## config.mk

```make
export PLATFORM = sky130hd
export DESIGN_NAME = psgp_pins
export DESIGN_NICKNAME = d
export VERILOG_FILES = /design/src/hdl/psgp_pkg.sv /design/src/hdl/psgp_shift_if.sv /design/src/hdl/psgp_shifter.sv /design/src/hdl/psgp_pins.sv
export SDC_FILE = /design/constraint.sdc
export NUM_CORES = 1
export LEC_CHECK = 0
export BUFFER_PORTS_ARGS = -buffer_cell sky130_fd_sc_hd__buf_2
export CORE_ASPECT_RATIO = 1.1
export CORE_MARGIN = 1
export CORE_UTILIZATION = 45
export CTS_CLUSTER_SIZE = 16
export DETAILED_ROUTE_END_ITERATION = 8
export PLACE_DENSITY = 0.73
export SLEW_MARGIN = 25
export SYNTH_ARGS = -nofsm -noshare
export SYNTH_HDL_FRONTEND = slang
export SYNTH_HIERARCHICAL = 1
export SYNTH_SLANG_ARGS = --single-unit
```

## constraint.sdc

```tcl
create_clock -name ref_clk_i -period 6.89 [get_ports ref_clk_i]
set_clock_uncertainty 0.15 [all_clocks]
set_input_delay 0.689 -clock ref_clk_i [delete_from_list [all_inputs] [get_ports ref_clk_i]]
set_output_delay 0.689 -clock ref_clk_i [all_outputs]
set_load 0.01 [all_outputs]
```

## src/hdl/psgp_pkg.sv

```systemverilog
// Register map, field positions and timing constants for the power and general pin block
//
// Contract
// - Ring indicate needs three enable bits set and control bit 0 of the second control register clear
// - Otherwise the shared pin signals power event
// - Mode E bit one gates card audio to the speaker only
// - Mux register assigns seven terminal functions
// - Suspend low masks the host reset
// - Power pins serve parallel or serial switch
// - Serial clock input until control bit 13
// - Unmasked host reset clears registers and logic
package psgp_pkg;

  // Timing
  localparam int          CLK_HZ           = 250_000_000;
  localparam int          SCLK_HZ          = 32_000;
  localparam int          SCLK_HALF_CYC    = CLK_HZ / (2 * SCLK_HZ);
  localparam int          SER_BITS_DEF     = 16;

  // Register indices, byte address is four times the index
  localparam logic [9:0]  IDX_POWER_CTL    = 10'h002;
  localparam logic [9:0]  IDX_INT_GEN_CTL  = 10'h003;
  localparam logic [9:0]  IDX_PIN_MUX      = 10'h008;
  localparam logic [9:0]  IDX_MODE_B       = 10'h02e;
  localparam logic [9:0]  IDX_MODE_E       = 10'h03e;
  localparam logic [9:0]  IDX_CTL_TWO      = 10'h0d4;
  localparam logic [9:0]  IDX_IRQ_STATUS   = 10'h0e0;
  localparam logic [9:0]  IDX_IRQ_MASK     = 10'h0e1;
  localparam logic [9:0]  IDX_POWER_WORD   = 10'h0e2;
  localparam logic [9:0]  IDX_PIN_STATUS   = 10'h0e3;

  // Reset values
  localparam logic [7:0]  BYTE_RST         = 8'h00;
  localparam logic [31:0] WORD_RST         = 32'h0000_0000;
  localparam logic [31:0] PWORD_RST        = 32'h0000_0100;
  localparam logic [2:0]  IRQ_RST          = 3'h0;

  // Field positions
  localparam int          RING_EN_BIT      = 7;
  localparam int          CTL2_RING_SEL    = 0;
  localparam int          CTL2_SCLK_OUT    = 13;
  localparam int          MODE_E_AUDIO     = 1;
  localparam int          MF_COUNT         = 7;
  localparam int          MF_FIELD_W       = 4;
  localparam int          ST_WAKE          = 0;
  localparam int          ST_RING          = 1;
  localparam int          ST_SHIFT         = 2;
  localparam int          PW_SUP0          = 0;
  localparam int          PW_SUP1          = 1;
  localparam int          PW_RAIL0         = 2;
  localparam int          PW_RAIL1         = 3;
  localparam int          PW_SERIAL        = 8;
  localparam int          PW_WORD_LSB      = 16;
  localparam int          PS_BUSY          = 8;

  // Terminal function codes
  localparam logic [3:0]  MF_SEL_INPUT     = 4'h0;
  localparam logic [3:0]  MF_SEL_IRQ       = 4'h1;
  localparam logic [3:0]  MF_SEL_AUDIO     = 4'h2;
  localparam logic [3:0]  MF_SEL_LOW       = 4'h3;
  localparam logic [3:0]  MF_SEL_HIGH      = 4'h4;

  typedef enum logic [2:0]
  {
    SH_IDLE  = 3'b001,
    SH_SHIFT = 3'b010,
    SH_LATCH = 3'b100
  } psgp_sh_state_type;

endpackage

```

## src/hdl/psgp_shift_if.sv

```systemverilog
// Handshake between the pin block and its serial power-word shifter
`timescale 1ns/1ns
interface psgp_shift_if #(parameter int BITS = 16);
  logic            start;
  logic            clr;
  logic            tick;
  logic [BITS-1:0] word;
  logic            busy;
  logic            done;
  logic            dout;
  logic            strobe;

  modport ctl (output start, output clr, output tick, output word,
               input busy, input done, input dout, input strobe);
  modport shf (input start, input clr, input tick, input word,
               output busy, output done, output dout, output strobe);
endinterface

```

## src/hdl/psgp_shifter.sv

```systemverilog
// Serial power-word shifter with latch strobe
`timescale 1ns/1ns
module psgp_shifter
(
  // Clock and reset
  input  wire logic ref_clk_i,
  input  wire logic arst_n_i,
  // Control side
  psgp_shift_if.shf bus
);
  import psgp_pkg::*;

  localparam int BITS = $bits(bus.word);
  localparam int CW   = $clog2(BITS + 1);

  psgp_sh_state_type state_ff;
  psgp_sh_state_type nxt_state;
  logic [BITS-1:0]   sh_ff;
  logic [BITS-1:0]   nxt_sh;
  logic [CW-1:0]     cnt_ff;
  logic [CW-1:0]     nxt_cnt;
  logic              dout_ff;
  logic              nxt_dout;
  logic              stb_ff;
  logic              nxt_stb;
  logic              done_ff;
  logic              nxt_done;

  // Data changes on the falling serial edge so the switch samples mid-bit
  always_comb
  begin
    nxt_state = state_ff;
    nxt_sh    = sh_ff;
    nxt_cnt   = cnt_ff;
    nxt_dout  = dout_ff;
    nxt_stb   = stb_ff;
    nxt_done  = 1'b0;
    if (bus.clr)
    begin
      nxt_state = SH_IDLE;
      nxt_cnt   = '0;
      nxt_dout  = 1'b0;
      nxt_stb   = 1'b0;
    end
    else
    begin
      unique case (state_ff)
        SH_IDLE:
          if (bus.start)
          begin
            nxt_sh    = bus.word;
            nxt_cnt   = '0;
            nxt_state = SH_SHIFT;
          end
        SH_SHIFT:
          if (bus.tick)
          begin
            if (cnt_ff == CW'(BITS))
            begin
              nxt_stb   = 1'b1;
              nxt_state = SH_LATCH;
            end
            else
            begin
              nxt_dout = sh_ff[BITS-1];
              nxt_sh   = {sh_ff[BITS-2:0], 1'b0};
              nxt_cnt  = cnt_ff + CW'(1);
            end
          end
        SH_LATCH:
          if (bus.tick)
          begin
            nxt_stb   = 1'b0;
            nxt_done  = 1'b1;
            nxt_state = SH_IDLE;
          end
        default:
          nxt_state = SH_IDLE;
      endcase
    end
  end

  always_ff @(posedge ref_clk_i or negedge arst_n_i)
  begin
    if (!arst_n_i)
    begin
      state_ff <= SH_IDLE;
      sh_ff    <= '0;
      cnt_ff   <= '0;
      dout_ff  <= 1'b0;
      stb_ff   <= 1'b0;
      done_ff  <= 1'b0;
    end
    else
    begin
      state_ff <= nxt_state;
      sh_ff    <= nxt_sh;
      cnt_ff   <= nxt_cnt;
      dout_ff  <= nxt_dout;
      stb_ff   <= nxt_stb;
      done_ff  <= nxt_done;
    end
  end

  assign bus.busy   = (state_ff != SH_IDLE);
  assign bus.done   = done_ff;
  assign bus.dout   = dout_ff;
  assign bus.strobe = stb_ff;
endmodule

```

## src/hdl/psgp_pins.sv

```systemverilog
// Power switch and general pin block with APB register access
`timescale 1ns/1ns
module psgp_pins
#(
  parameter int SER_BITS  = psgp_pkg::SER_BITS_DEF,
  parameter int SCLK_HALF = psgp_pkg::SCLK_HALF_CYC
)
(
  // Clock and reset
  input  wire logic        ref_clk_i,
  input  wire logic        arst_n_i,
  // APB slave
  input  wire logic        psel_i,
  input  wire logic        penable_i,
  input  wire logic        pwrite_i,
  input  wire logic [11:0] paddr_i,
  input  wire logic [31:0] pwdata_i,
  output logic      [31:0] prdata_o,
  output logic             pready_o,
  output logic             pslverr_o,
  output logic             irq_o,
  // Host and card side inputs
  input  wire logic        pci_rst_n_i,
  input  wire logic        suspend_n_i,
  input  wire logic        card_ring_i,
  input  wire logic        card_audio_i,
  input  wire logic        card_wake_i,
  // Shared wake pin and speaker
  output logic             ring_indicate_output_o,
  output logic             audio_tone_out_n_o,
  // Multifunction terminals
  input  wire logic [psgp_pkg::MF_COUNT-1:0] multi_use_terminals_i,
  output logic      [psgp_pkg::MF_COUNT-1:0] multi_use_terminals_o,
  output logic      [psgp_pkg::MF_COUNT-1:0] multi_use_terminals_oe_n_o,
  // Power switch pins, parallel or serial
  output logic             prog_supply_sel0_o,
  output logic             prog_supply_sel1_o,
  output logic             rail_sel0_n_o,
  input  wire logic        rail_sel1_n_i,
  output logic             rail_sel1_n_o,
  output logic             rail_sel1_n_oe_n_o
);
  import psgp_pkg::*;

  localparam int SW = MF_COUNT + 6;
  localparam int DW = $clog2(SCLK_HALF + 1);

  function automatic logic hit(input logic [11:0] a, input logic [9:0] idx);
    hit = (a[11:2] == idx) && (a[1:0] == 2'b00);
  endfunction

  function automatic logic [1:0] mf_dec(input logic [3:0] code, input logic irq,
                                        input logic aud);
    unique case (code)
      MF_SEL_IRQ:   mf_dec = {1'b1, irq};
      MF_SEL_AUDIO: mf_dec = {1'b1, aud};
      MF_SEL_LOW:   mf_dec = 2'b10;
      MF_SEL_HIGH:  mf_dec = 2'b11;
      default:      mf_dec = 2'b00;
    endcase
  endfunction

  // Pin synchronisers; only the second stage is read
  logic [SW-1:0] s1_ff;
  logic [SW-1:0] s2_ff;
  always_ff @(posedge ref_clk_i or negedge arst_n_i)
  begin
    if (!arst_n_i)
    begin
      s1_ff <= '0;
      s2_ff <= '0;
    end
    else
    begin
      s1_ff <= {multi_use_terminals_i, rail_sel1_n_i, card_wake_i, card_audio_i,
                card_ring_i, suspend_n_i, pci_rst_n_i};
      s2_ff <= s1_ff;
    end
  end

  logic               rst_s;
  logic               susp_s;
  logic               ring_s;
  logic               audio_s;
  logic               wake_s;
  logic               sclk_s;
  logic [MF_COUNT-1:0] mf_s;
  assign {mf_s, sclk_s, wake_s, audio_s, ring_s, susp_s, rst_s} = s2_ff;

  psgp_shift_if #(.BITS(SER_BITS)) sh_bus ();

  psgp_shifter u_shifter
  (
    .ref_clk_i (ref_clk_i),
    .arst_n_i  (arst_n_i),
    .bus       (sh_bus.shf)
  );

  logic [7:0]          pwr_ff, igc_ff, mcb_ff, mde_ff;
  logic [7:0]          nxt_pwr, nxt_igc, nxt_mcb, nxt_mde;
  logic [31:0]         mux_ff, ctl2_ff, pword_ff, rdata_ff;
  logic [31:0]         nxt_mux, nxt_ctl2, nxt_pword, nxt_rdata;
  logic [2:0]          sts_ff, msk_ff, nxt_sts, nxt_msk;
  logic                pend_ff, nxt_pend, err_ff, nxt_err, irq_ff, nxt_irq;
  logic                ring_d_ff, wake_d_ff, sclk_d_ff, iclk_ff, nxt_iclk;
  logic [DW-1:0]       div_ff, nxt_div;
  logic                ri_ff, aud_ff, sel0_ff, sel1_ff, rail0_ff, rail1_ff, r1oe_ff;
  logic                nxt_ri, nxt_aud, nxt_sel0, nxt_sel1, nxt_rail0, nxt_rail1, nxt_r1oe;
  logic [MF_COUNT-1:0] mfo_ff, mfoe_ff, nxt_mfo, nxt_mfoe;
  logic                soft_rst, wr, ring_mode, serial, int_fall;
  logic [2:0]          ev;

  // Host reset is honoured only while suspend is high
  assign soft_rst  = !rst_s && susp_s;
  assign wr        = psel_i && penable_i && pwrite_i;
  assign ring_mode = mcb_ff[RING_EN_BIT] && pwr_ff[RING_EN_BIT] && igc_ff[RING_EN_BIT]
                     && !ctl2_ff[CTL2_RING_SEL];
  assign serial    = pword_ff[PW_SERIAL];
  assign int_fall  = (div_ff == DW'(SCLK_HALF - 1)) && iclk_ff;
  assign ev        = {sh_bus.done, ring_s && !ring_d_ff, wake_s && !wake_d_ff};

  // Falling serial edge from the pin or the internal divider, per direction bit
  assign sh_bus.tick  = serial && (ctl2_ff[CTL2_SCLK_OUT] ? int_fall
                                                          : (sclk_d_ff && !sclk_s));
  assign sh_bus.start = pend_ff && serial && !sh_bus.busy;
  // Leaving serial form abandons a cut frame so the shifter never hangs busy
  assign sh_bus.clr   = soft_rst || !serial;
  assign sh_bus.word  = pword_ff[PW_WORD_LSB +: SER_BITS];

  genvar gi;
  generate
    for (gi = 0; gi < MF_COUNT; gi++)
    begin : g_mf
      logic [1:0] dec;
      assign dec          = mf_dec(mux_ff[gi*MF_FIELD_W +: MF_FIELD_W], !irq_ff, !audio_s);
      assign nxt_mfo[gi]  = dec[0];
      assign nxt_mfoe[gi] = !dec[1];
    end
  endgenerate

  always_comb
  begin
    nxt_pwr   = pwr_ff;
    nxt_igc   = igc_ff;
    nxt_mcb   = mcb_ff;
    nxt_mde   = mde_ff;
    nxt_mux   = mux_ff;
    nxt_ctl2  = ctl2_ff;
    nxt_pword = pword_ff;
    nxt_msk   = msk_ff;
    nxt_sts   = sts_ff;
    nxt_pend  = pend_ff && !sh_bus.start;
    nxt_rdata = rdata_ff;
    nxt_err   = err_ff;
    if (wr && hit(paddr_i, IDX_POWER_CTL))   nxt_pwr  = pwdata_i[7:0];
    if (wr && hit(paddr_i, IDX_INT_GEN_CTL)) nxt_igc  = pwdata_i[7:0];
    if (wr && hit(paddr_i, IDX_PIN_MUX))     nxt_mux  = pwdata_i;
    if (wr && hit(paddr_i, IDX_MODE_B))      nxt_mcb  = pwdata_i[7:0];
    if (wr && hit(paddr_i, IDX_MODE_E))      nxt_mde  = pwdata_i[7:0];
    if (wr && hit(paddr_i, IDX_CTL_TWO))     nxt_ctl2 = pwdata_i;
    if (wr && hit(paddr_i, IDX_IRQ_MASK))    nxt_msk  = pwdata_i[2:0];
    if (wr && hit(paddr_i, IDX_IRQ_STATUS))  nxt_sts  = sts_ff & ~pwdata_i[2:0];
    // Events win over a clear in the same cycle
    nxt_sts = nxt_sts | ev;
    if (wr && hit(paddr_i, IDX_POWER_WORD))
    begin
      nxt_pword = pwdata_i;
      nxt_pend  = pwdata_i[PW_SERIAL];
    end
    // Read data and error are sampled in the setup phase
    if (psel_i && !penable_i)
    begin
      nxt_err = 1'b0;
      unique case (paddr_i[11:2])
        IDX_POWER_CTL:   nxt_rdata = {24'h00_0000, pwr_ff};
        IDX_INT_GEN_CTL: nxt_rdata = {24'h00_0000, igc_ff};
        IDX_PIN_MUX:     nxt_rdata = mux_ff;
        IDX_MODE_B:      nxt_rdata = {24'h00_0000, mcb_ff};
        IDX_MODE_E:      nxt_rdata = {24'h00_0000, mde_ff};
        IDX_CTL_TWO:     nxt_rdata = ctl2_ff;
        IDX_IRQ_STATUS:  nxt_rdata = {29'h0000_0000, sts_ff};
        IDX_IRQ_MASK:    nxt_rdata = {29'h0000_0000, msk_ff};
        IDX_POWER_WORD:  nxt_rdata = pword_ff;
        IDX_PIN_STATUS:  nxt_rdata = {23'h00_0000, sh_bus.busy, 1'b0, mf_s};
        default:
        begin
          nxt_rdata = WORD_RST;
          nxt_err   = 1'b1;
        end
      endcase
      if (paddr_i[1:0] != 2'b00)
      begin
        nxt_rdata = WORD_RST;
        nxt_err   = 1'b1;
      end
    end
    if (soft_rst)
    begin
      nxt_pwr   = BYTE_RST;
      nxt_igc   = BYTE_RST;
      nxt_mcb   = BYTE_RST;
      nxt_mde   = BYTE_RST;
      nxt_mux   = WORD_RST;
      nxt_ctl2  = WORD_RST;
      nxt_pword = PWORD_RST;
      nxt_msk   = IRQ_RST;
      nxt_sts   = IRQ_RST;
      nxt_pend  = 1'b0;
    end
    nxt_irq  = |(nxt_sts & nxt_msk);
    nxt_div  = (div_ff == DW'(SCLK_HALF - 1)) ? '0 : div_ff + DW'(1);
    nxt_iclk = (div_ff == DW'(SCLK_HALF - 1)) ? !iclk_ff : iclk_ff;
    // Pin values
    nxt_ri    = ring_mode ? ring_s : !sts_ff[ST_WAKE];
    nxt_aud   = mde_ff[MODE_E_AUDIO] ? !audio_s : 1'b1;
    nxt_sel0  = serial ? sh_bus.strobe : pword_ff[PW_SUP0];
    nxt_sel1  = pword_ff[PW_SUP1];
    nxt_rail0 = serial ? sh_bus.dout : pword_ff[PW_RAIL0];
    nxt_rail1 = serial ? iclk_ff : pword_ff[PW_RAIL1];
    nxt_r1oe  = serial ? !ctl2_ff[CTL2_SCLK_OUT] : 1'b0;
  end

  always_ff @(posedge ref_clk_i or negedge arst_n_i)
  begin
    if (!arst_n_i)
    begin
      pwr_ff    <= BYTE_RST;
      igc_ff    <= BYTE_RST;
      mcb_ff    <= BYTE_RST;
      mde_ff    <= BYTE_RST;
      mux_ff    <= WORD_RST;
      ctl2_ff   <= WORD_RST;
      pword_ff  <= PWORD_RST;
      msk_ff    <= IRQ_RST;
      sts_ff    <= IRQ_RST;
      pend_ff   <= 1'b0;
      rdata_ff  <= WORD_RST;
      err_ff    <= 1'b0;
      irq_ff    <= 1'b0;
      ring_d_ff <= 1'b0;
      wake_d_ff <= 1'b0;
      sclk_d_ff <= 1'b0;
      div_ff    <= '0;
      iclk_ff   <= 1'b0;
      ri_ff     <= 1'b1;
      aud_ff    <= 1'b1;
      mfo_ff    <= '0;
      mfoe_ff   <= '1;
      sel0_ff   <= 1'b0;
      sel1_ff   <= 1'b0;
      rail0_ff  <= 1'b1;
      rail1_ff  <= 1'b1;
      r1oe_ff   <= 1'b1;
    end
    else
    begin
      pwr_ff    <= nxt_pwr;
      igc_ff    <= nxt_igc;
      mcb_ff    <= nxt_mcb;
      mde_ff    <= nxt_mde;
      mux_ff    <= nxt_mux;
      ctl2_ff   <= nxt_ctl2;
      pword_ff  <= nxt_pword;
      msk_ff    <= nxt_msk;
      sts_ff    <= nxt_sts;
      pend_ff   <= nxt_pend;
      rdata_ff  <= nxt_rdata;
      err_ff    <= nxt_err;
      irq_ff    <= nxt_irq;
      ring_d_ff <= ring_s;
      wake_d_ff <= wake_s;
      sclk_d_ff <= sclk_s;
      div_ff    <= nxt_div;
      iclk_ff   <= nxt_iclk;
      ri_ff     <= nxt_ri;
      aud_ff    <= nxt_aud;
      mfo_ff    <= nxt_mfo;
      mfoe_ff   <= nxt_mfoe;
      sel0_ff   <= nxt_sel0;
      sel1_ff   <= nxt_sel1;
      rail0_ff  <= nxt_rail0;
      rail1_ff  <= nxt_rail1;
      r1oe_ff   <= nxt_r1oe;
    end
  end

  // Zero wait states keeps the slave simple; data is already registered
  assign pready_o                   = 1'b1;
  assign prdata_o                   = rdata_ff;
  assign pslverr_o                  = err_ff && psel_i && penable_i;
  assign irq_o                      = irq_ff;
  assign ring_indicate_output_o     = ri_ff;
  assign audio_tone_out_n_o         = aud_ff;
  assign multi_use_terminals_o      = mfo_ff;
  assign multi_use_terminals_oe_n_o = mfoe_ff;
  assign prog_supply_sel0_o         = sel0_ff;
  assign prog_supply_sel1_o         = sel1_ff;
  assign rail_sel0_n_o              = rail0_ff;
  assign rail_sel1_n_o              = rail1_ff;
  assign rail_sel1_n_oe_n_o         = r1oe_ff;
endmodule

```

# --- After elaboration in Yosys (flattened, before gate mapping) ---
# Cells that the tools add are included.
word_totals:
  regBits: 259
  latchBits: 0
  ramBits: 0
  mem_bits_ro: 0
  input_bits: 62
  out_inout_bits: 56
  word_cells: 239
  mem_count: 0
op_classes:
  n_addsub: 2
  n_mul: 0
  n_div: 0
  magnitude_cmp: 0
  n_eq_ne: 53
  n_shift: 0
  mux: 66
  bitwise: 5
  reduce_logical: 78
ops:
  columns: ["cell", "count"]
  rows:
  - ["$pmux 32 s10", 1]
  - ["$mux 32", 7]
  - ["$mux 8", 8]
  - ["$eq 4x2->1 const B", 14]
  - ["$pmux 2 s4", 7]
  - ["$eq 10x8->1 const B", 5]
  - ["$mux 16", 3]
  - ["$logic_and 1x1->1", 35]
  - ["$pmux 16 s2", 1]
  - ["$eq 4x1->1 const B", 7]
  - ["$eq 4x3->1 const B", 7]
  - ["$mux 3", 9]
  - ["$mux 1", 22]
  - ["$reduce_bool 2->1", 11]
  - ["$logic_not 1->1", 21]
  - ["$eq 10x2->1 const B", 2]
  - ["$eq 10x6->1 const B", 2]
  - ["$mux 5", 4]
  - ["$add 12x1->12 const B", 1]
  - ["$eq 12x12->1 const B", 1]
  - ["$mux 12", 1]
  - ["$ne 3x3->1 const B", 4]
  - ["$reduce_and 4->1", 3]
  - ["$eq 10x4->1 const B", 1]
  - ["other kinds (22)", 27]

# --- Logic depth before layout (Yosys ltp) ---
# Gate-level depths: netlist (run 1).
logic_depth:
  word_depth: 8
  mapped_depth: 11
  mapped_depth_nobuf: 10

# --- Cells and area by module ---
# The synthesis (run 1) kept the hierarchy.
by_module_without_submodules:
  columns: ["mod", "instances", "cells_per_inst", "area_per_inst_um2", "seq_area_each_um2"]
  rows:
  - ["psgp_pins", 1, 1013, 9993.3, 5821.8]
  - ["psgp_shifter", 1, 155, 1498.9, 676.9]

# --- Least setup slack after synthesis (run 1) ---
# Ideal clock, no wire load.
synth_timing:
  path_type: "flip-flop to flip-flop"
  start: "reg div_ff[2]"
  end: "reg u_shifter.sh_ff[0]"
  arrival_time_ns: 2.667
  required_time_ns: 6.615
  setup_slack_ns: 3.949
  stages_incl_launch_ff: 9
  path_buffers: 1
  path_cell_list: "dfrtp_1 or4_1 nor3_2 nand3_1 a21boi_0 clkbuf_1 a31oi_1 nor3_4 mux2_2"
synth_via:
  elab_chain_cells: 6
synth_lines:
  columns: ["element", "line", "text"]
  rows:
  - ["start: declaration", "psgp_pins.sv:106", "logic [DW-1:0] div_ff, nxt_div;"]
  - ["start signal: assignment", "psgp_pins.sv:273", "div_ff <= nxt_div;"]
  - ["$eq 12x12->1", "psgp_pins.sv:119", "assign int_fall = (div_ff == DW'(SCLK_HALF - 1)) && iclk_ff;"]
  - ["$logic_and 1x1->1", "psgp_pins.sv:119", null]
  - ["$mux 1", "psgp_pins.sv:123", "assign sh_bus.tick = serial && (ctl2_ff[CTL2_SCLK_OUT] ? int_fall"]
  - ["$logic_and 1x1->1", "psgp_pins.sv:123", null]
  - ["net sh_bus.tick", "psgp_shift_if.sv:6", "logic tick;"]
  - ["$ne 2x2->1 (no source line)", null, null]
  - ["$reduce_and 5->1 (no source line)", null, null]
  - ["end signal: assignment", "psgp_shifter.sv:97", "sh_ff <= nxt_sh;"]
  - ["end: declaration", "psgp_shifter.sv:18", "logic [BITS-1:0] sh_ff;"]
# The timed path passes the listed nets, and every way through them passes these cells.
# A chain may end at the register's enable or synchronous reset.

# --- Worst setup path in the final report (run 1) ---
# Same ends and word-level chain as after synthesis.

==> results_dict.tcl, run 1 <==
set metrics [dict create \
    status "complete, no violations" \
    cts_tree "done" \
    grt_max_degree 188 \
    cp_slowest_cell "nor3_2" \
    fin_nets 1319 \
    die_height_um 170 \
    num_vias 9221 \
    setup_tns_ns 0 \
    numCtsBuffers 27 \
    hold_viol 0 \
    crit_required_ns 7.15 \
    fmax_ghz 0.290 \
    synth_area_um2 11500 \
    die_w_um 154 \
    syn_inst 1168 \
    synth_nets 1234 \
    power_density_nw_per_um2 237 \
    path_buf_inv 1 \
    drcViolationCount 0 \
    synthFlopType "dfrtp_1" \
    yosysWarnings 6 \
    root_buffer "clkbuf_16" \
    clockBufferDepth 3 \
    crit_fanout 16 \
    post_cts_resized 0 \
    viasPerCell 5.82 \
    worstSetupEndpointType "register" \
    fin_util_pct 53.6 \
    io_pins 118 \
    clk_pin_slew_worst_paths_ns 0.06 \
    io_buffer_count 116 \
    critPathLaunchType "register" \
    synth_edf_count 0 \
    worstMarginPinSlew_ns 0.842 \
    h-tree-depth 1 \
    final_cell_mix "dfrtp_1, nand2_1, a21oi_1" \
    rsz0062_at_grt "false" \
    final_cells 1584 \
    slowest_delay_ns 0.56 \
    cpLargestDelayFamily "simple AND/OR/NAND/NOR gates" \
    ys_seq_elements 259 \
    hold_buffers 1 \
    slew_headroom_pct 43.7 \
    core-area_um2 24800 \
    grt_pass1_vias 8719 \
    clk_latency_ns 0.54 \
    cts_setup_buffers 0 \
    synth_top_area_share_pct 53.3 \
    critPathArrivalTime_ns 3.71 \
    hold_path.class "input port to register" \
    max-cap-violations 0 \
    track_usage_pct 23.7 \
    ys_seq_area_share_pct 56.5 \
    crit_type "register to register" \
    async_reset_ff_share_pct 100 \
    drv_slew 0 \
    crit_chain "or4_1 -> nor3_2 -> nand3_1 -> a21boi_0 -> buf_4 -> a31oi_1 -> nor3_4 -> mux2_2" \
    synth_top_cell_by_area "dfrtp_1" \
    grt_pass1_wl_um 48900 \
    post_synth.cell_area_avg_um2 9.84 \
    setup_viol 0 \
    synthDistinctLibCells 68 \
    drt-pass1-iter-count 9 \
    grt_overflow_total 0 \
    finalWirelength_um 30500 \
    ir_drop_v 0.000160 \
    first_iter_violations 795 \
    period_minus_slack_ns 3.44 \
    ant_nets 0 \
    placed_cells 1532 \
    routedWlPerCell_um 19.3 \
    area.growth.synth_to_final_pct 15.5 \
    gp_congestion 0.941 \
    clock-sinks 259 \
    mostFrequentLayoutCell "dfrtp_1" \
    finalCritPeriodShare_pct 50.0 \
    yosys-top-cells-area "dfrtp_1, nand2_1, a21oi_1, mux2i_1, dfstp_2" \
    place_hpwl_um 19500 \
    initial_utilization_pct 46.4 \
    row_count 60 \
    antenna_found_initial 1 \
    drive_gt1_share_pct 17.9 \
    p_leak_uw 0.00583 \
    dieArea_um2 26200 \
]
[registers in the layout, summed over array words and instances (netlist names), 5 cells and up]
register	cells
mcb_ff	8
prdata_o	32
multi_use_terminals_o	7
s2_ff	13
ctl2_ff	32
u_shifter/cnt_ff	5
div_ff	12
igc_ff	8
mux_ff	32
mde_ff	8
u_shifter/sh_ff	16
multi_use_terminals_oe_n_o	7
s1_ff	13
pwr_ff	8
pword_ff	32
[cells by family (layout without fill, tap and decap cells)]
group           after synthesis  count (layout)  share of synthesized area [%]
flops                       259             259                           56.5
mux                          56              56                           4.95
buf+inv                     105             210                           3.82
simple gates                445             445                           18.1
fa+ha+maj                     4               4                          0.436
other cells                   1               2                         0.0326
compound gates              288             288                           15.3
xor+xnor                     10              10                          0.762
[synthesized netlist by cell type (all sizes together), types with 5 or more instances]
cell type and instances:
inv 25, mux2 7, nor4 8, nand2 241, nand3b 6, or3 5
mux2i 49, nor3 29, nand3 24, o21ai 60, a222oi 26, o22a 17
dfstp 14, nand2b 8, a21oi 139, nor2b 10, or3b 9, nor2 78
xnor2 7, a22oi 15, o22ai 5, or2 5, clkbuf 53, buf 27
dfrtp 245
[layer usage]
layer / up-vias / track usage [%] / part of all wire, %
met2: 397 / 38.9 / 48
met1: 4502 / 32.4 / 41
met3: 70 / 3.32 / 7.5
li1: 4252 / - / -
met5: - / 0 / 0
met4: 0 / 8.48 / 3.4
[where the power goes]
group          total, µW  switching [µW]  leakage, µW  internal [µW]
Combinational        123            92.1      0.00190           30.9
Sequential          1540            5.70      0.00348           1530
Clock               1490             592     0.000451            897
[through the flow]
| step | setup slack, ns | area [µm²] | hold slack (ns) | total power [µW] |
|---|---|---|---|---|
| 2_1_floorplan | 3.95 | 11500 | 0.181 | 1610 |
| 4_1_cts | 3.44 | 13200 | 0.0939 | 3180 |
| 3_3_place_gp | 3.48 | 12300 | 0.182 | 1690 |
| 5_1_grt | 3.19 | 13300 | 0.0964 | 3260 |
| 3_5_place_dp | 3.39 | 12300 | 0.186 | 1690 |
| 6_report | 3.45 | 13300 | 0.108 | 3150 |
[layout make-up]
class | count | area, µm²
Fill cell | 2202 | 11500
Sequential cell | 259 | 6500
Multi-Input combinational cell | 804 | 4590
Clock buffer | 40 | 785
Timing Repair Buffer | 136 | 783
Tap cell | 310 | 388
Clock inverter | 9 | 124
Inverter | 25 | 93.8
Antenna cell | 1 | 2.50
[final timing paths]
check | startpoint | to | slack, ns | cells after the start
max in group asynchronous | arst_n_i | mde_ff[5] | 4.64 | 4
min in group asynchronous | arst_n_i | prdata_o[17] | 0.56 | 2
worst min register to register | s1_ff[11] | s2_ff[11] | 0.20 | 0
worst max register to register | div_ff[2] | u_shifter/sh_ff[0] | 3.45 | 8
worst min-delay path | multi_use_terminals_i[4] | s1_ff[10] | 0.11 | 1
worst max-delay path | div_ff[2] | u_shifter/sh_ff[0] | 3.45 | 8
Note: power is estimated with default switching activity, not from simulation.
==> run 2, diff against run 1 <==
Settings changed: PLACE_DENSITY 0.73 to 0.75.
Clock period 6.89 ns to 2.8 ns, I/O delays scaled along.
==> results_dict.tcl, run 2 (synthesis results as in run 1) <==
set metrics [dict create \
    status "complete, no violations" \
    r2r_end "u_shifter/sh_ff[5]" \
    dieArea_um2 26200 \
    antenna_cells 0 \
    seq_area_um2 6500 \
    gp_congestion 0.886 \
    slew_headroom_pct 47.8 \
    crit_required_ns 3.05 \
    post_cts_resized 0 \
    worstMarginPinSlew_ns 0.763 \
    antenna_found_initial 1 \
    hold_buffers 46 \
    max-cap-violations 0 \
    finalWirelength_um 30700 \
    area.growth.synth_to_final_pct 20.6 \
    io_buffer_count 116 \
    cts_tree "done" \
    drcViolationCount 0 \
    drv_slew 0 \
    root_buffer "clkbuf_16" \
    r2r_start "u_shifter/state_ff[1]" \
    r2r_cells 7 \
    grt_max_degree 138 \
    clock-sinks 259 \
    die_w_um 154 \
    die_height_um 170 \
    grt_overflow_total 0 \
    p_leak_uw 0.00613 \
    rrSetupSlack_ns 0.12 \
    setup_tns_ns 0 \
    grt_pass1_wl_um 49400 \
    crit_fanout 10 \
    path_buf_inv 1 \
    h-tree-depth 1 \
    cp_slowest_cell "or3b_2" \
    mostFrequentLayoutCell "dfrtp_1" \
    critPathLaunchType "register" \
    routedWlPerCell_um 18.6 \
    hold_path.class "input port to async pin" \
    total_power_uw 7600 \
    numCtsBuffers 27 \
    cpLargestDelayFamily "simple AND/OR/NAND/NOR gates" \
    crit_type "register to register" \
    io_pins 118 \
    hold_viol 0 \
    track_usage_pct 23.7 \
    first_iter_violations 836 \
    rsz0062_at_grt "false" \
    viasPerCell 5.78 \
    fin_nets 1386 \
    multiInputGateArea_um2 4600 \
    fillCellCount 2162 \
    drive_gt1_share_pct 18.5 \
    place_hpwl_um 19900 \
    row_count 60 \
    fmax_ghz 0.374 \
    core-area_um2 24800 \
    critPathArrivalTime_ns 2.93 \
    initial_utilization_pct 46.4 \
    period_minus_slack_ns 2.68 \
    clk_latency_ns 0.53 \
    num_vias 9539 \
    cts_setup_buffers 0 \
    clockBufferDepth 3 \
    finalCritPeriodShare_pct 95.5 \
    clk_pin_slew_worst_paths_ns 0.06 \
    crit_chain "or3b_2 -> nand2b_1 -> nor2_1 -> nor4bb_2 -> a31oi_2 -> buf_4 -> o22a_1" \
    drt-pass1-iter-count 6 \
    power_density_nw_per_um2 549 \
    slowest_delay_ns 0.52 \
    grt_pass1_vias 9418 \
    worstSetupEndpointType "register" \
    ant_nets 0 \
    final_cell_mix "dfrtp_1, nand2_1, a21oi_1" \
    setup_viol 0 \
    ir_drop_v 0.000571 \
]
[run 2: cell count changes in the layout (fill, tap and decap cells not counted), moves of 2 or more]
| cell | previous run | this run |
|---|---|---|
| buf_12 | 1 | 6 |
| clkinv_2 | 5 | 7 |
| buf_4 | 16 | 35 |
| dlygate4sd3_1 | 1 | 46 |
| bufinv_16 | 3 | 1 |
[run 2: layout make-up]
cell class	instances	share of cell area (%)
clock buffer	39	5.56
tap	310	2.80
clock inverter	10	0.587
multi-input combinational	804	33.2
sequential	259	46.9
timing repair buffer	203	10.3
inverter	25	0.677
[run 2: power by group]
part / internal, µW / leakage [µW] / switching (µW)
clock: 2000 / 0.000423 / 1460
sequential: 3770 / 0.00348 / 15.3
combinational: 124 / 0.00222 / 238
[run 2: through the flow]
step	hold slack [ns]	setup slack (ns)	utilization [%]	area (µm²)	std cells
CTS	0.137	0.162	56.0	13900	1650
detailed placement	0.0934	0.234	50.7	12500	1555
finish	0.124	0.125	56.0	13900	1650
global placement	0.0917	0.299	50.7	12500	1555
floorplan	-0.166	0.000786	-	11500	1168
global route	0.159	0.0267	56.0	13900	1650
[run 2: worst max-delay path by stage]
stage                     depth (start not counted)                   from                  to
after global routing                              7  u_shifter/state_ff[1]  u_shifter/sh_ff[5]
after floorplan                                   8              div_ff[2]  u_shifter/sh_ff[0]
after CTS                                         7  u_shifter/state_ff[1]  u_shifter/sh_ff[5]
final                                             7  u_shifter/state_ff[1]  u_shifter/sh_ff[5]
after global placement                            9             paddr_i[7]          mux_ff[12]
after detailed placement                          9             paddr_i[7]           mux_ff[2]
[run 2: layer usage]
metal  routed length [µm]  track usage (%)  vias up  share of wire [%]
met1                12500             30.9     4674                 41
met4                  948             8.65        2                3.1
met2                15100             40.1      406                 49
met5                   12                0        -              0.039
met3                 2150             3.55       69                7.0
li1                     -                -     4388                  -
==> run 3, diff against run 2 <==
Settings changed: CORE_MARGIN 1 to 5.
==> results_dict.tcl, run 3 (synthesis results as in run 1) <==
set metrics [dict create \
    num_vias 9493 \
    root_buffer "clkbuf_16" \
    cts_tree "done" \
    critPathArrivalTime_ns 2.86 \
    setup_tns_ns 0 \
    core-area_um2 25300 \
    rsz0062_at_grt "false" \
    worstSetupEndpointType "register" \
    viasPerCell 5.63 \
    area.growth.synth_to_final_pct 21.2 \
    io_buffer_count 116 \
    drt-pass1-iter-count 7 \
    drive_gt1_share_pct 18.4 \
    clockBufferDepth 3 \
    antenna_found_initial 0 \
    clk_pin_slew_worst_paths_ns 0.07 \
    row_count 61 \
    setup_viol 0 \
    clock-sinks 259 \
    die_w_um 162 \
    crit_fanout 15 \
    gp_congestion 0.887 \
    grt_overflow_total 0 \
    critPathLaunchType "register" \
    track_usage_pct 21.3 \
    place_hpwl_um 20100 \
    drv_slew 0 \
    die_height_um 178 \
    antenna_cells 0 \
    clk_latency_ns 0.53 \
    fmax_ghz 0.392 \
    grt_pass1_wl_um 50200 \
    dieArea_um2 28800 \
    crit_required_ns 3.11 \
    fillCellCount 2218 \
    initial_utilization_pct 45.5 \
    final_cell_mix "dfrtp_1, nand2_1, a21oi_1" \
    grt_pass1_vias 9547 \
    first_iter_violations 971 \
    cts_setup_buffers 0 \
    numCtsBuffers 26 \
    drcViolationCount 0 \
    grt_max_degree 138 \
    finalCritPeriodShare_pct 91.0 \
    worstMarginPinSlew_ns 0.743 \
    p_leak_uw 0.00612 \
    finalWirelength_um 30800 \
    routedWlPerCell_um 18.3 \
    crit_type "register to register" \
    hold_viol 0 \
    period_minus_slack_ns 2.55 \
    h-tree-depth 1 \
    slew_headroom_pct 50.5 \
    ir_drop_v 0.000448 \
    power_density_nw_per_um2 544 \
    ant_nets 0 \
    io_pins 118 \
    mostFrequentLayoutCell "dfrtp_1" \
    hold_path.class "input port to register" \
    fin_util_pct 55.1 \
    max-cap-violations 0 \
    fin_nets 1386 \
    status "complete, no violations" \
]
==> run 3: cell count changes in the layout (fill, tap and decap cells not counted), sizes merged <==
cell / change
clkbuf: +4
buf: +1
bufinv: -1
clkinvlp: +1
clkinv: -5
inv: -1
==> run 3: path summary, 6_finish.rpt <==
check	from	endpoint	slack, ns	cells after the start
worst min register to register	s1_ff[12]	s2_ff[12]	0.20	0
max in group asynchronous	arst_n_i	multi_use_terminals_oe_n_o[6]	1.51	3
worst max register to register	div_ff[2]	u_shifter/sh_ff[12]	0.25	9
worst min-delay path	psel_i	prdata_o[7]	0.15	5
worst max-delay path	div_ff[2]	u_shifter/sh_ff[12]	0.25	9
min in group asynchronous	arst_n_i	prdata_o[12]	0.20	2
==> run 3: where the power goes <==
part           internal (µW)  leakage (µW)  total (µW)  switching (µW)
sequential              3770       0.00348        3790            15.6
combinational            126       0.00223         362             236
clock                   2000      0.000414        3420            1420
total                   5900       0.00612        7570            1670
==> run 3: area by class of cell <==
type	count	area (µm²)	area share, %
clock buffers	43	826	5.93
clock inverters	4	25.0	0.180
inverters	25	93.8	0.674
multi-input cells	804	4600	33.0
flip-flops and latches	259	6500	46.7
well taps	346	433	3.11
repair buffers	204	1450	10.4
==> run 3: per-layer routing <==
metal,GRT usage (%),wire length (µm),up-vias
met4,7.72,951,0
met2,37.0,15500,382
met1,27.3,12400,4657
met5,0,0,-
li1,-,-,4382
met3,3.14,2010,72
==> run 3: repair_timing <==
item | CTS | global route
endpoints found under the setup margin | 0 | 0
hold endpoints to repair | 205 | 0
hold buffers | 46 | 0
resized for setup | 0 | 0
==> run 3: critical path, cell delays in order (launching register included) <==
cell and delay, ns:
dfrtp_1 0.44, or4_1 0.61, nor3_4 0.15, nand3_1 0.09, a21boi_0 0.18, buf_4 0.19, a31oi_1 0.12, nor3_4 0.16
buf_4 0.24, o22a_1 0.16
==> run 3: per-stage QoR <==
| step | hold WS (ns) | setup slack (ns) | cells | power (µW) | instance area [µm²] |
|---|---|---|---|---|---|
| after floorplan | -0.166 | 0.000786 | 1168 | 3960 | 11500 |
| after global placement | 0.173 | 0.255 | 1592 | 4170 | 12600 |
| after detailed placement | 0.173 | 0.198 | 1592 | 4170 | 12600 |
| after CTS | 0.131 | 0.224 | 1685 | 7640 | 13900 |
| after global routing | 0.182 | 0.0452 | 1685 | 7810 | 13900 |
| final | 0.148 | 0.252 | 1685 | 7570 | 13900 |
